==> src/common/dfp_defines.vh <==
// Functional notes
// - out endpoint: data port read returns next received word from buffer
// - in endpoint: data port write stores transmit data into buffer
// - 8-bit mode: upper byte ignored on write, reads as zero
// - 16-bit mode detects single-byte writes, odd byte counts possible
// - odd byte then buffer valid or terminal count completes a short packet
// - counter applies only for out, continuous mode, bulk type, dma port access
// - count disabled: count register reads and writes compare value
// - count enabled: reads give current count, writes still load compare
// - count enabled: current count increments per received packet
// - enabled and current equals compare: buffer receive complete
// - count registers zero on hardware reset, kept over soft and bus reset
// - clear bit write of one zeroes current count, reads back zero
// - count enable bit turns counting on when one, off when zero
// - not-ready flag high: no data access, valid and length invalid
// - port is 8-bit if port width bit or endpoint width bits set
`ifndef DFP_DEFINES_VH
`define DFP_DEFINES_VH
`define DFP_OFS_P0_COUNT   8'h4e
`define DFP_OFS_P1_COUNT   8'h56
`define DFP_TYPE_BULK      2'h1
`define DFP_COUNT_RESET    16'h0000
`define DFP_FIFO_DEPTH     8
`define DFP_FIFO_AW        3
`define DFP_WORD_W         17
`endif

==> src/design/dfp_fifo.v <==
`timescale 1ns/1ns
`include "dfp_defines.vh"
module dfp_fifo #(
  parameter W  = `DFP_WORD_W,
  parameter D  = `DFP_FIFO_DEPTH,
  parameter AW = `DFP_FIFO_AW
) (
  input  wire         clock,
  input  wire         reset,
  input  wire         flush,
  input  wire [W-1:0] in_data,
  input  wire         in_valid,
  output wire         in_ready,
  output wire [W-1:0] out_data,
  output wire         out_valid,
  input  wire         out_ready
);
  localparam [AW:0] FULL_CNT = D;
  reg [W-1:0] mem_ff [0:D-1];
  reg [AW-1:0] wp_ff;
  reg [AW-1:0] rp_ff;
  reg [AW:0]   cnt_ff;
  wire         push;
  wire         pop;

  assign in_ready  = (cnt_ff != FULL_CNT);
  assign out_valid = (cnt_ff != {(AW+1){1'b0}});
  assign out_data  = mem_ff[rp_ff];
  assign push      = in_valid & in_ready;
  assign pop       = out_valid & out_ready;

  // storage write
  always @(posedge clock)
  begin
    if (push)
      mem_ff[wp_ff] <= in_data;
  end

  // pointers and fill count
  always @(posedge clock or posedge reset)
  begin
    if (reset)
    begin
      wp_ff  <= {AW{1'b0}};
      rp_ff  <= {AW{1'b0}};
      cnt_ff <= {(AW+1){1'b0}};
    end
    else if (flush)
    begin
      wp_ff  <= {AW{1'b0}};
      rp_ff  <= {AW{1'b0}};
      cnt_ff <= {(AW+1){1'b0}};
    end
    else
    begin
      if (push)
        wp_ff <= wp_ff + {{(AW-1){1'b0}}, 1'b1};
      if (pop)
        rp_ff <= rp_ff + {{(AW-1){1'b0}}, 1'b1};
      if (push & ~pop)
        cnt_ff <= cnt_ff + {{AW{1'b0}}, 1'b1};
      else if (pop & ~push)
        cnt_ff <= cnt_ff - {{AW{1'b0}}, 1'b1};
    end
  end
endmodule

==> src/design/dfp_port.v <==
`timescale 1ns/1ns
`include "dfp_defines.vh"
// one dma data port with packet counter; instantiate twice for ports 0 and 1
module dfp_port (
  input  wire        clock,
  input  wire        reset,
  // register access from host
  input  wire        reg_wr,
  input  wire        reg_rd,
  input  wire [7:0]  reg_addr,
  input  wire [15:0] reg_wdata,
  output reg  [15:0] reg_rdata_ff,
  input  wire [7:0]  count_offset,
  // data port strobes
  input  wire        data_wr,
  input  wire        data_rd,
  input  wire [1:0]  data_be,
  input  wire [15:0] data_wdata,
  output reg  [15:0] data_rdata_ff,
  output reg         data_rvalid_ff,
  output reg         data_wlast_odd_ff,
  // control bits from the port control register
  input  wire        packet_count_clear,
  input  wire        packet_count_enable,
  input  wire        dma_enable_bit,
  input  wire        buffer_valid_set,
  input  wire        terminal_count_input,
  input  wire        port_width_bit,
  input  wire        bus_width_pin,
  // endpoint configuration of dma_endpoint_select
  input  wire        endpoint_direction,
  input  wire        continuous_transfer_mode,
  input  wire [1:0]  endpoint_transfer_type,
  input  wire        endpoint_width_control,
  input  wire        dma_port_selected,
  // serial engine side
  input  wire        sie_packet_ok,
  input  wire [15:0] sie_rx_data,
  input  wire        sie_rx_valid,
  output reg         sie_rx_ready_ff,
  output reg  [15:0] sie_tx_data_ff,
  output reg         sie_tx_byte_ff,
  output reg         sie_tx_valid_ff,
  input  wire        sie_tx_ready,
  output reg         sie_tx_short_ff,
  // status
  output reg         port_not_ready_ff,
  output reg         buffer_valid_ff,
  output reg  [10:0] received_length_ff,
  output reg         rx_complete_ff
);
  // -----------------------------------------------------------
  // width and counter qualification
  // -----------------------------------------------------------
  reg [2:0]  pin_sync_ff;
  reg        pin_level_ff;
  reg [15:0] compare_ff;
  reg [15:0] current_packet_count_ff;
  wire       byte_mode;
  wire       count_apply;
  wire       fifo_in_ready;
  wire       fifo_out_valid;
  wire [16:0] fifo_out_data;
  wire       fifo_push;
  wire       fifo_pop;
  wire [16:0] fifo_in_word;
  wire       fifo_in_valid;
  wire       count_wr;
  wire       count_rd;
  wire       rx_path;
  wire       odd_write;
  reg        dir_ff;
  wire       dir_change;

  // upper byte masking for 8-bit mode
  function [15:0] dfp_lane;
    input [15:0] d;
    input        narrow;
    begin
      dfp_lane = narrow ? {8'h00, d[7:0]} : d;
    end
  endfunction

  // bus width pin sync, change taken when stages two and three agree
  always @(posedge clock or posedge reset)
  begin
    if (reset)
    begin
      pin_sync_ff  <= 3'h0;
      pin_level_ff <= 1'b0;
    end
    else
    begin
      pin_sync_ff <= {pin_sync_ff[1:0], bus_width_pin};
      if (pin_sync_ff[2] == pin_sync_ff[1])
        pin_level_ff <= pin_sync_ff[2];
    end
  end

  // direction tracking; a switch empties the buffer and blocks its push and pop for that cycle
  always @(posedge clock or posedge reset)
  begin
    if (reset)
      dir_ff <= 1'b0;
    else
      dir_ff <= endpoint_direction;
  end

  assign dir_change = endpoint_direction ^ dir_ff;

  assign byte_mode = pin_level_ff | port_width_bit | endpoint_width_control;
  assign count_apply = ~endpoint_direction & continuous_transfer_mode &
                       (endpoint_transfer_type == `DFP_TYPE_BULK) & dma_port_selected;
  assign count_wr = reg_wr & (reg_addr == count_offset);
  assign count_rd = reg_rd & (reg_addr == count_offset);
  assign rx_path  = ~endpoint_direction;
  // single byte write in 16-bit mode
  assign odd_write = ~byte_mode & (data_be == 2'h1);

  // -----------------------------------------------------------
  // buffer between host and serial engine
  // -----------------------------------------------------------
  // in: host writes fill buffer
  assign fifo_in_word  = rx_path ? {1'b0, sie_rx_data}
                                 : {byte_mode | odd_write, dfp_lane(data_wdata, byte_mode | odd_write)};
  // receive words are taken only while the advertised ready stands
  assign fifo_in_valid = ~dir_change & (rx_path ? sie_rx_valid & sie_rx_ready_ff
                                                : data_wr & ~port_not_ready_ff);
  assign fifo_pop = ~dir_change & (rx_path ? (data_rd & fifo_out_valid) : (sie_tx_ready | ~sie_tx_valid_ff));
  assign fifo_push = fifo_in_valid & fifo_in_ready;

  dfp_fifo #(
    .W  (`DFP_WORD_W),
    .D  (`DFP_FIFO_DEPTH),
    .AW (`DFP_FIFO_AW)
  ) u_fifo (
    .clock     (clock),
    .reset     (reset),
    .flush     (dir_change),
    .in_data   (fifo_in_word),
    .in_valid  (fifo_in_valid),
    .in_ready  (fifo_in_ready),
    .out_data  (fifo_out_data),
    .out_valid (fifo_out_valid),
    .out_ready (fifo_pop)
  );

  // -----------------------------------------------------------
  // data side registers
  // -----------------------------------------------------------
  always @(posedge clock or posedge reset)
  begin
    if (reset)
    begin
      data_rdata_ff      <= 16'h0000;
      data_rvalid_ff     <= 1'b0;
      data_wlast_odd_ff  <= 1'b0;
      sie_rx_ready_ff    <= 1'b0;
      sie_tx_data_ff     <= 16'h0000;
      sie_tx_byte_ff     <= 1'b0;
      sie_tx_valid_ff    <= 1'b0;
      sie_tx_short_ff    <= 1'b0;
      port_not_ready_ff  <= 1'b1;
      buffer_valid_ff    <= 1'b0;
      received_length_ff <= 11'h000;
    end
    else
    begin
      data_rvalid_ff <= data_rd & rx_path & fifo_out_valid;
      if (data_rd & rx_path & fifo_out_valid)
        // upper byte invalid in 8-bit mode
        data_rdata_ff <= dfp_lane(fifo_out_data[15:0], byte_mode);
      // ready only after an idle cycle with room, so an accepted word always fits
      sie_rx_ready_ff <= fifo_in_ready & rx_path & dma_port_selected & ~fifo_push & ~dir_change;
      if (fifo_pop & ~rx_path)
      begin
        sie_tx_valid_ff <= fifo_out_valid;
        sie_tx_data_ff  <= fifo_out_data[15:0];
        sie_tx_byte_ff  <= fifo_out_data[16];
      end
      if (data_wr & ~rx_path & fifo_push)
        data_wlast_odd_ff <= odd_write;
      // short packet on buffer valid or terminal count
      sie_tx_short_ff <= ~rx_path & (buffer_valid_set | terminal_count_input);
      // not ready while no data can move
      port_not_ready_ff <= rx_path ? ~fifo_out_valid : ~fifo_in_ready;
      buffer_valid_ff   <= rx_path ? fifo_out_valid : (buffer_valid_set | terminal_count_input);
      if (fifo_push & rx_path & ~fifo_pop)
        received_length_ff <= received_length_ff + 11'h002;
      else if (fifo_pop & rx_path & ~fifo_push & (received_length_ff != 11'h000))
        received_length_ff <= received_length_ff - 11'h002;
    end
  end

  // -----------------------------------------------------------
  // packet counter, hardware reset only
  // -----------------------------------------------------------
  // zero on hardware reset only
  always @(posedge clock or posedge reset)
  begin
    if (reset)
    begin
      compare_ff              <= `DFP_COUNT_RESET;
      current_packet_count_ff <= `DFP_COUNT_RESET;
      rx_complete_ff          <= 1'b0;
    end
    else
    begin
      if (count_wr)
        compare_ff <= reg_wdata;
      if (packet_count_clear)
        current_packet_count_ff <= `DFP_COUNT_RESET;
      else if (packet_count_enable & count_apply & sie_packet_ok)
        current_packet_count_ff <= current_packet_count_ff + 16'h0001;
      rx_complete_ff <= packet_count_enable & count_apply &
                        (current_packet_count_ff == compare_ff);
    end
  end

  // register read mux
  always @(posedge clock or posedge reset)
  begin
    if (reset)
      reg_rdata_ff <= 16'h0000;
    else if (count_rd)
      reg_rdata_ff <= packet_count_enable ? current_packet_count_ff : compare_ff;
    else
      reg_rdata_ff <= 16'h0000;
  end
endmodule
==> config.mk <==
export PLATFORM = sky130hd
export DESIGN_NAME = dfp_port
export DESIGN_NICKNAME = d
export VERILOG_FILES = /design/src/design/dfp_fifo.v /design/src/design/dfp_port.v
export VERILOG_INCLUDE_DIRS = /design/src /design/src/common
export SDC_FILE = /design/constraint.sdc
export NUM_CORES = 1
export LEC_CHECK = 0
export BUFFER_PORTS_ARGS = -buffer_cell sky130_fd_sc_hd__buf_2
export CORE_MARGIN = 2
export CORE_UTILIZATION = 50
export CTS_CLUSTER_SIZE = 12
export DETAILED_ROUTE_END_ITERATION = 10
export PLACE_DENSITY_LB_ADDON = 0.05
export SYNTH_ARGS = -nofsm -noshare
export SYNTH_HDL_FRONTEND = slang
export SYNTH_HIERARCHICAL = 1
export SYNTH_SLANG_ARGS = --single-unit
==> constraint.sdc <==
create_clock -name clock -period 6.9 [get_ports clock]
set_input_delay 1.38 -clock clock [delete_from_list [all_inputs] [get_ports clock]]
set_output_delay 1.38 -clock clock [all_outputs]
set_load 0.05 [all_outputs]
Word-level counts from Yosys, hierarchy flattened
Memories as Yosys holds them, arrays and structs flattened. Cells that the tools add are included.

Latch bits: 0. Word-level logic and storage cells: 113. Input port bits: 88. Memories kept: 1. Bits in registers: 115. Memory bits (writable): 136. Bits in read-only memories: 0.

Memory list: u_fifo.mem_ff (depth 8, bits a word 17, rd ports 1, clocked after Yosys merged registers in 0, write ports 1, line dfp_fifo.v:19) `reg [W-1:0] mem_ff [0:D-1];`.

Order comparisons: 0. $add $sub $neg: 7. Muxes and demuxes: 22. Bitwise logic cells: 49. Reduce and logical (&&, ||, !) cells: 7. Multiply operators: 0. Shifts and indexed selects: 0. Divide/modulo/power cells: 0. Equality and inequality tests: 6.

Operators by type and width (count): 2-to-1 mux 16 bit (6); AND 1 bit (33); 2-to-1 mux 11 bit (2); 2-to-1 mux 17 bit (1); adder 16 x 1 -> 16 bit (second input constant) (1); == test 16 bit (1); 2-to-1 mux 3 bit (4); 2-to-1 mux 4 bit (3); adder 11 x 2 -> 11 bit (second input constant) (1); nonzero test 11 bit (1); subtractor 11 x 2 -> 11 bit (second input constant) (1); inverter 1 bit (10); == test 8 bit (1); nonzero test 2 bit (4); adder 3 x 1 -> 3 bit (second input constant) (2); 2-to-1 mux 1 bit (6); bitwise OR 1 bit (5); adder 4 x 1 -> 4 bit (second input constant) (1); == test 2 x 1 -> 1 bit (second input constant) (2); inequality test 4 bit (second input constant) (1); nonzero test 4 bit (1); subtractor 4 x 1 -> 4 bit (second input constant) (1); nonzero test 3 bit (1); == test 1 bit (1); XOR 1 bit (1).

Longest topological paths before layout
Gate-level depths: netlist of run 1.

Depth in word-level cells: 10. Mapped depth: 14. Mapped depth without buffers: 11.

Modules after synthesis
The synthesis of run 1 kept the hierarchy.

By module, submodules not included: dfp_fifo (area each 5825.6 um^2, cells an instance 276, seq. area each 4334.2 um^2, times used 1); dfp_port (area each 5122.4 um^2, cells an instance 467, seq. area each 2603.7 um^2, times used 1).

Worst setup path after synthesis of run 1
OpenSTA, ideal clock, no wires.

Kind: input to register. From: in endpoint_direction. To: mem u_fifo/mem_ff[0][0] (netlist bit), enable pin. Library setup time: 435 ps. Stages on the path: 6. Arrival time: 3817 ps. Setup slack: 2648 ps. Data required time: 6465 ps. Cell sequence: buf_6 and4b_1 or2_2 buf_2 nand2_1 nor4_1.

Word-level cells in the longest chain between the ends: 6. Elaborated cells between the ends (all ways): 7. Those cells by class: mux (3); bitwise (4).

RTL lines: start: declaration (line dfp_port.v:31) `input wire endpoint_direction,`; XOR 1 bit (line dfp_port.v:109) `assign dir_change = endpoint_direction ^ dir_ff;`; inverter 1 bit (line dfp_port.v:127) `assign fifo_in_valid = ~dir_change & (rx_path ? sie_rx_valid & sie_rx_ready_ff`; AND 1 bit * (line dfp_port.v:127); named net fifo_in_valid (line dfp_port.v:67) `wire fifo_in_valid;`; AND 1 bit * (line dfp_fifo.v:29) `assign push = in_valid & in_ready;`; 2-to-1 mux 1 bit * (line dfp_fifo.v:35) `if (push)`; 2-to-1 mux 1 bit (not written as such) * (line dfp_fifo.v:36) `mem_ff[wp_ff] <= in_data;`; end: declaration (line dfp_fifo.v:19).

Mark *: on every way through the listed nets, which the timed path passes. The rest lies on a longest branch.

Final worst setup path of run 1
From: in endpoint_direction. To: reg u_fifo.cnt_ff[3].

Word-level cells in the longest chain between the ends: 8. Elaborated cells between the ends (all ways): 15. Those cells by class: mux (4); bitwise (10); reduce/logical (1).

RTL lines: XOR 1 bit * (line dfp_port.v:109); named net dir_change (line dfp_port.v:73) `wire dir_change;`; inverter 1 bit * (line dfp_port.v:129) `assign fifo_pop = ~dir_change & (rx_path ? (data_rd & fifo_out_valid) : (sie_tx_ready | ~sie_tx_valid_ff));`; AND 1 bit * (line dfp_port.v:129); named net fifo_pop (line dfp_port.v:65) `wire fifo_pop;`; AND 1 bit * (line dfp_fifo.v:30) `assign pop = out_valid & out_ready;`; inverter 1 bit (line dfp_fifo.v:60) `if (push & ~pop)`; AND 1 bit (line dfp_fifo.v:60); 2-to-1 mux 4 bit (line dfp_fifo.v:60); 2-to-1 mux 4 bit (line dfp_fifo.v:48) `else if (flush)`; end signal: assignment (line dfp_fifo.v:52) `cnt_ff <= {(AW+1){1'b0}};`; end signal: assignment (line dfp_fifo.v:61) `cnt_ff <= cnt_ff + {{AW{1'b0}}, 1'b1};`; end signal: assignment (line dfp_fifo.v:63) `cnt_ff <= cnt_ff - {{AW{1'b0}}, 1'b1};`; end: declaration (line dfp_fifo.v:22) `reg [AW:0] cnt_ff;`.

Marked as above. A chain may end at the register's enable or synchronous reset.

==> results of run 1 <==
==> metal layers <==
metal / share of wire, % / wire [um] / track usage (%)
met1: 44 / 10200 / 27.6
met2: 50 / 11500 / 34.6
met3: 4.3 / 985 / 3.02
met4: 1.8 / 422 / 4.67
met5: 0 / 0 / 0
==> per-stage QoR <==
stage | worst slack (ns) | util [%] | instance area (sq um) | hold WS, ns
final | 2.71 | 59.4 | 12900 | 0.354
after global routing | 2.44 | 59.4 | 12900 | 0.376
after CTS | 2.77 | 59.4 | 12900 | 0.357
after detailed placement | 2.17 | 55.4 | 12000 | 0.344
after global placement | 2.28 | 55.4 | 12000 | 0.345
after floorplan | 2.65 | - | 10900 | 0.331
==> worst reg2reg max path, cell delays in order, from the launching register on <==
cell and delay (ns):
dfrtp_1 0.49, nor3_1 0.34, nand2b_1 0.17, nand3b_1 0.11, buf_4 0.30, o2111ai_4 0.33, ha_1 0.50, a21o_1 0.15
a21oi_1 0.09, a211oi_1 0.34, nor4b_1 0.09, or4b_1 0.50
==> power by group through the flow <==
stage                     sequential (mW)  clock [mW]  combinational (mW)
final                                1.88        1.38                1.46
after global routing                 1.90        1.47                1.58
after CTS                            1.87        1.41                1.48
after detailed placement             1.90           0                1.47
after global placement               1.89           0                1.44
after floorplan                      2.33           0               0.706
==> final cells by class <==
type | count | area [sq um] | area share, %
sequential | 250 | 6940 | 53.9
clock buffer | 41 | 778 | 6.04
tap | 280 | 350 | 2.72
inverter | 22 | 85.1 | 0.661
timing repair buffer | 165 | 856 | 6.64
antenna | 1 | 2.50 | 0.0194
multi-input combinational | 437 | 3790 | 29.4
clock inverter | 8 | 78.8 | 0.612
==> cell usage after synthesis, types with 4 or more instances <==
library cell	count	area share, %
edfxtp_1	136	37
dfrtp_1	113	26
nand2_1	62	2.1
mux2_2	58	6.0
nor2_1	45	1.5
xnor2_1	35	2.8
mux4_2	34	7.0
o21ai_0	25	1.1
mux2i_1	20	1.8
inv_1	19	0.65
a21oi_1	17	0.78
clkbuf_1	15	0.51
xor2_1	14	1.1
ha_1	13	1.5
buf_2	10	0.46
nand3_1	10	0.46
nor3_1	10	0.46
a22o_1	8	0.64
nor4_1	8	0.46
a21o_1	6	0.41
nand4_1	6	0.34
nand2b_1	5	0.29
or3_1	5	0.29
and2_1	4	0.23
buf_1	4	0.14
==> cells in the final DEF, fill, tap and decap left out, types with 4 or more instances in the layout <==
cell         n
nand3_1     10
inv_1       18
clkbuf_8     5
dfrtp_1    112
clkbuf_16   27
nand2_1     62
nor4_1       7
mux4_2      34
buf_4       12
a21o_1       6
xor2_1      14
buf_2      153
xnor2_1     35
nor3_2       4
a21oi_1     17
clkinv_2     5
mux2_2      58
a22o_1       8
or3_1        5
mux2i_1     20
ha_1        13
nor3_1       6
nand2b_1     5
clkbuf_1     9
edfxtp_1   136
nand4_1      6
o21ai_0     25
nor2_1      42
and2_1       4
==> kinds of logic (layout without fill, tap and decap cells) <==
kind of cell | count (synthesis) | in the layout | share of synthesized area, %
compound gates | 77 | 77 | 4.96
xor+xnor | 49 | 49 | 3.92
fa+ha+maj | 16 | 16 | 1.94
buf+inv | 56 | 236 | 2.31
flops | 250 | 250 | 63.4
mux | 112 | 112 | 14.8
other cells | 1 | 2 | 0.0343
simple gates | 182 | 182 | 8.67
==> flip-flops by register name, summed over array words and instances (netlist names) <==
signal and cells:
reg_rdata_ff 16, data_rvalid_ff 1, rx_complete_ff 1, pin_level_ff 1, current_packet_count_ff 16, sie_tx_short_ff 1
port_not_ready_ff 1, received_length_ff 10, dir_ff 1, u_fifo/cnt_ff 4, u_fifo/wp_ff 3, sie_rx_ready_ff 1
u_fifo/rp_ff 3, data_wlast_odd_ff 1, compare_ff 16, sie_tx_data_ff 16, sie_tx_valid_ff 1, sie_tx_byte_ff 1
pin_sync_ff 3, buffer_valid_ff 1, u_fifo/mem_ff 136, data_rdata_ff 16
==> final timing paths <==
check / start / to / slack (ns) / cells past startpoint
setup / recovery: endpoint_direction / u_fifo/cnt_ff[3] / 2.71 / 10
hold / removal: pin_sync_ff[0] / pin_sync_ff[1] / 0.35 / 0
setup reg to reg: u_fifo/cnt_ff[0] / received_length_ff[10] / 3.35 / 11
hold reg to reg: pin_sync_ff[0] / pin_sync_ff[1] / 0.35 / 0
max in group asynchronous: reset / rx_complete_ff / 4.74 / 3
min in group asynchronous: reset / u_fifo/rp_ff[2] / 0.86 / 2
==> flow_summary.yaml, run 1 <==
status:
  status: "complete, no violations"
power_and_ir_drop:
  p_per_area_nw_per_um2: 366
  combPwrFrac_pct: 30.9
  p_sw_mw: 1.65
  p_leak_nw: 5.25
  power_mw: 4.72
  p_seq_share_pct: 39.8
  internal_power_mw: 3.07
  power_frac_clock_pct: 29.3
  switching_share_pct: 35.0
  ir_drop_uv: 311
worst_setup_path:
  cp.arrival_ns: 4.62
  crit_family: "compound AO/OA/AOI/OAI gates"
  critPathMaxStageDelay_ns: 0.84
  end_kind: "flip-flop"
  critPathKind: "input port to flip-flop"
  crit_fanout: 33
  cp_num_buf_inv: 1
  critPathSlowestCell: "xor2_1"
  worstPathRequired_ns: 7.32
  worstPathCellList: "buf_2, xor2_1, a21oi_1, o41ai_4, nand3_4, ha_1, a21o_1, a2111oi_0, mux2i_1, o311ai_1"
  crit_path_start_kind: "input port"
cts:
  htreeDepth: 1
  cts_root_buf: "clkbuf_16"
  insertion_delay_ns: 0.53
  cts_buffers: 27
  cts_max_path_buffers: 3
  clkSinkCount: 250
  clk_pin_slew_ns: 0.06
  ctsHoldBuffers: 0
  cts_tree: "built"
  cts_resized: 0
  post_cts_buffers: 0
timing:
  fmax_mhz: 239
  maxSlewViolCount: 0
  clock_skew_ns: 0.00882
  setup_tns_ns: 0
  period_share_pct: 60.8
  slew_headroom_pct: 25.1
  final_hold_viol_count: 0
  rsz0062_at_grt: "no"
  fin_crit_ns: 4.19
  setup_viol: 0
  worst_slew_pin_slew_ns: 1.12
placed_design:
  dp_hpwl_um: 15200
  port_buffers: 153
  gp_congestion: 0.852
  place_inst: 1154
finish:
  drive_gt1_share_pct: 35.1
  finalNetCount: 1006
  fillers: 1723
  stdcell_count: 1204
  area_delta_synth_final_pct: 17.7
yosys:
  synth_edf_count: 136
  async_flop_share_pct: 45.6
  netlist_area_sq_um: 10900
  yosys_warnings: 6
  ys_types: 70
  yosysSeqAreaShare_pct: 63.4
  yosys_most_used_dff: "edfxtp_1"
  syn_nets: 846
  synth_cells: 743
  synth_seq_cells: 250
  postSynthAreaPerCell_sq_um: 14.7
min_path:
  min_path_type: "flip-flop to flip-flop"
grt:
  grt_usage_pct: 20.2
  grt_overflow: 0
  grt_pass1_vias: 7076
  grt_max_degree: 76
  grt_first_pass_wirelength_um: 37800
  antenna_found_initial: 0
floorplanning:
  rows: 54
  io_pins: 156
  die_h_um: 152
  coreArea_sq_um: 21700
  die_w_um: 152
  die_area_sq_um: 23100
  start_util_pct: 50.5
detailed_routing:
  dr.pass1.iters: 4
  drc: 0
  routedWlPerCell_um: 19.2
  vias: 6630
  routed_wl_um: 23100
  routed_via_density: 5.51
  drtAntennaViolNets: 0
  drtIter0Drc: 358
job:
  cap_violations: 0
(Power assumes the default switching activity.)
==> run 2: changes to the inputs <==
- clock period: 6.9 -> 4.3 ns (I/O delays scaled with it)
==> run 2 against run 1 <==
  * Setup slack worse by 1.8 ns
  * Global-route usage up 0.24 points
  * Die area unchanged
  * Utilization up 0.12 points
  * Critical path type is now flip-flop to flip-flop
  * Critical endpoint unchanged
  * Largest cell class unchanged
==> flow_summary.yaml, run 2 (synthesized netlist as in run 1, its figures left out) <==
status:
  status: "complete, no violations"
finish:
  finalNetCount: 1010
  fin_area_sq_um: 12900
  largest_register_ffs: 136
  fillers: 1731
  area_delta_synth_final_pct: 17.9
  multi_input_area_sq_um: 3790
  drive_gt1_share_pct: 35.1
  stdcell_count: 1208
  final_common_cell: "buf_2"
  diodes: 0
  top_register: "u_fifo/mem_ff"
  regArea_sq_um: 6940
  final_cell_mix: "buf_2 (153), edfxtp_1 (136), dfrtp_1 (112)"
  final_util_pct: 59.5
floorplanning:
  die_h_um: 152
  rows: 54
  die_w_um: 152
  die_area_sq_um: 23100
  start_util_pct: 50.5
  io_pins: 156
  coreArea_sq_um: 21700
detailed_routing:
  drtIter0Drc: 401
  routed_wl_um: 23300
  drc: 0
  dr.pass1.iters: 4
  routedWlPerCell_um: 19.3
  routed_via_density: 5.48
  drtAntennaViolNets: 0
  vias: 6624
worst_setup_path:
  crit_path_start_kind: "flip-flop"
  rrSetupSlack_ns: 0.91
  crit_fanout: 19
  critPathMaxStageDelay_ns: 0.49
  critPathSlowestCell: "dfrtp_1"
  cp.arrival_ns: 3.81
  worstPathRequired_ns: 4.72
  end_kind: "flip-flop"
  critPathKind: "flip-flop to flip-flop"
  reg2regPathDepth: 12
  r2r-start: "u_fifo/cnt_ff[0]"
  worstPathCellList: "nor3_1, nand2b_1, nand3b_1, buf_4, a21oi_1, o41ai_4, nand3_4, ha_1, a21o_1, a2111oi_0, mux2i_1, o311ai_1"
  r2r-end: "u_fifo/cnt_ff[3]"
timing:
  final_hold_viol_count: 0
  rsz0062_at_grt: "no"
  setup_tns_ns: 0
  fmax_mhz: 295
  slew_headroom_pct: 24.0
  worst_slew_pin_slew_ns: 1.14
  fin_hold_ws_ns: 0.339
  period_share_pct: 78.8
  setup_viol: 0
  finalWorstSetupSlack_ns: 0.912
  clock_skew_ns: 0.00813
  fin_crit_ns: 3.39
  maxSlewViolCount: 0
grt:
  grt_usage_pct: 20.5
  grt_pass1_vias: 7038
  grt_max_degree: 78
  grt_overflow: 0
  grt_first_pass_wirelength_um: 38000
  antenna_found_initial: 0
placed_design:
  dpl-instance-area_sq_um: 12100
  gp_congestion: 0.841
  place_ws_ns: 0.581
  place_inst: 1158
  port_buffers: 153
  dp_hpwl_um: 15500
cts:
  cts_buffers: 27
  insertion_delay_ns: 0.53
  post_cts_buffers: 0
  clkSinkCount: 250
  clk_pin_slew_ns: 0.06
  cts_tree: "built"
  htreeDepth: 1
  cts_root_buf: "clkbuf_16"
  cts_resized: 0
  cts_max_path_buffers: 3
  ctsHoldBuffers: 0
min_path:
  min_path_type: "input port to asynchronous set/reset pin"
power_and_ir_drop:
  p_leak_nw: 5.26
  power_mw: 7.51
  p_per_area_nw_per_um2: 582
  ir_drop_uv: 417
job:
  cap_violations: 0
==> run 2: cell count changes in the layout (fill, tap and decap cells not counted) <==
cell	change
buf_4	+2
clkinv_1	+2
inv_16	-1
diode_2	-1
inv_6	+1
buf_12	+2
clkbuf_8	-2
clkbuf_1	+1
==> run 2: critical path, delay by kind of cell (launching register included) <==
family | cells | cell delay [ns]
multiplexers | 1 | 0.15
flip-flops | 1 | 0.49
AO/OA/AOI/OAI | 5 | 1.15
AND/OR/NAND/NOR | 4 | 0.84
adder cells (fa/ha/maj) | 1 | 0.29
buffers and inverters | 1 | 0.35
==> run 2: how the worst max path moves through the flow <==
stage	startpoint	to	cells past startpoint	slack (ns)
after floorplan	endpoint_direction	u_fifo/mem_ff[0][0]	6	0.57
after global placement	endpoint_direction	received_length_ff[10]	9	0.80
after detailed placement	endpoint_direction	u_fifo/cnt_ff[3]	11	0.58
after CTS	u_fifo/cnt_ff[0]	u_fifo/cnt_ff[3]	12	0.94
after global routing	u_fifo/cnt_ff[1]	u_fifo/cnt_ff[3]	12	0.64
final	u_fifo/cnt_ff[0]	u_fifo/cnt_ff[3]	12	0.91
==> run 2: layout make-up <==
class,instances,share of cell area (%)
Clock buffer,40,5.85
Clock inverter,10,0.582
Inverter,22,0.659
Multi-Input combinational cell,437,29.4
Sequential cell,250,53.8
Tap cell,280,2.71
Timing Repair Buffer,169,7.06
==> run 2: power breakdown <==
group / internal, mW / switching [mW] / total [mW]
sequential: 2.81 / 0.238 / 3.04
combinational: 0.809 / 1.50 / 2.31
clock: 1.27 / 0.890 / 2.16
total: 4.88 / 2.63 / 7.51
==> run 2: routing by layer <==
| metal | share of wire, % | track usage, % | vias up |
|---|---|---|---|
| li1 | - | - | 3084 |
| met1 | 44 | 27.5 | 3343 |
| met2 | 50 | 35.3 | 165 |
| met3 | 4.8 | 3.79 | 32 |
| met4 | 1.5 | 4.27 | 0 |
| met5 | 0 | 0 | - |
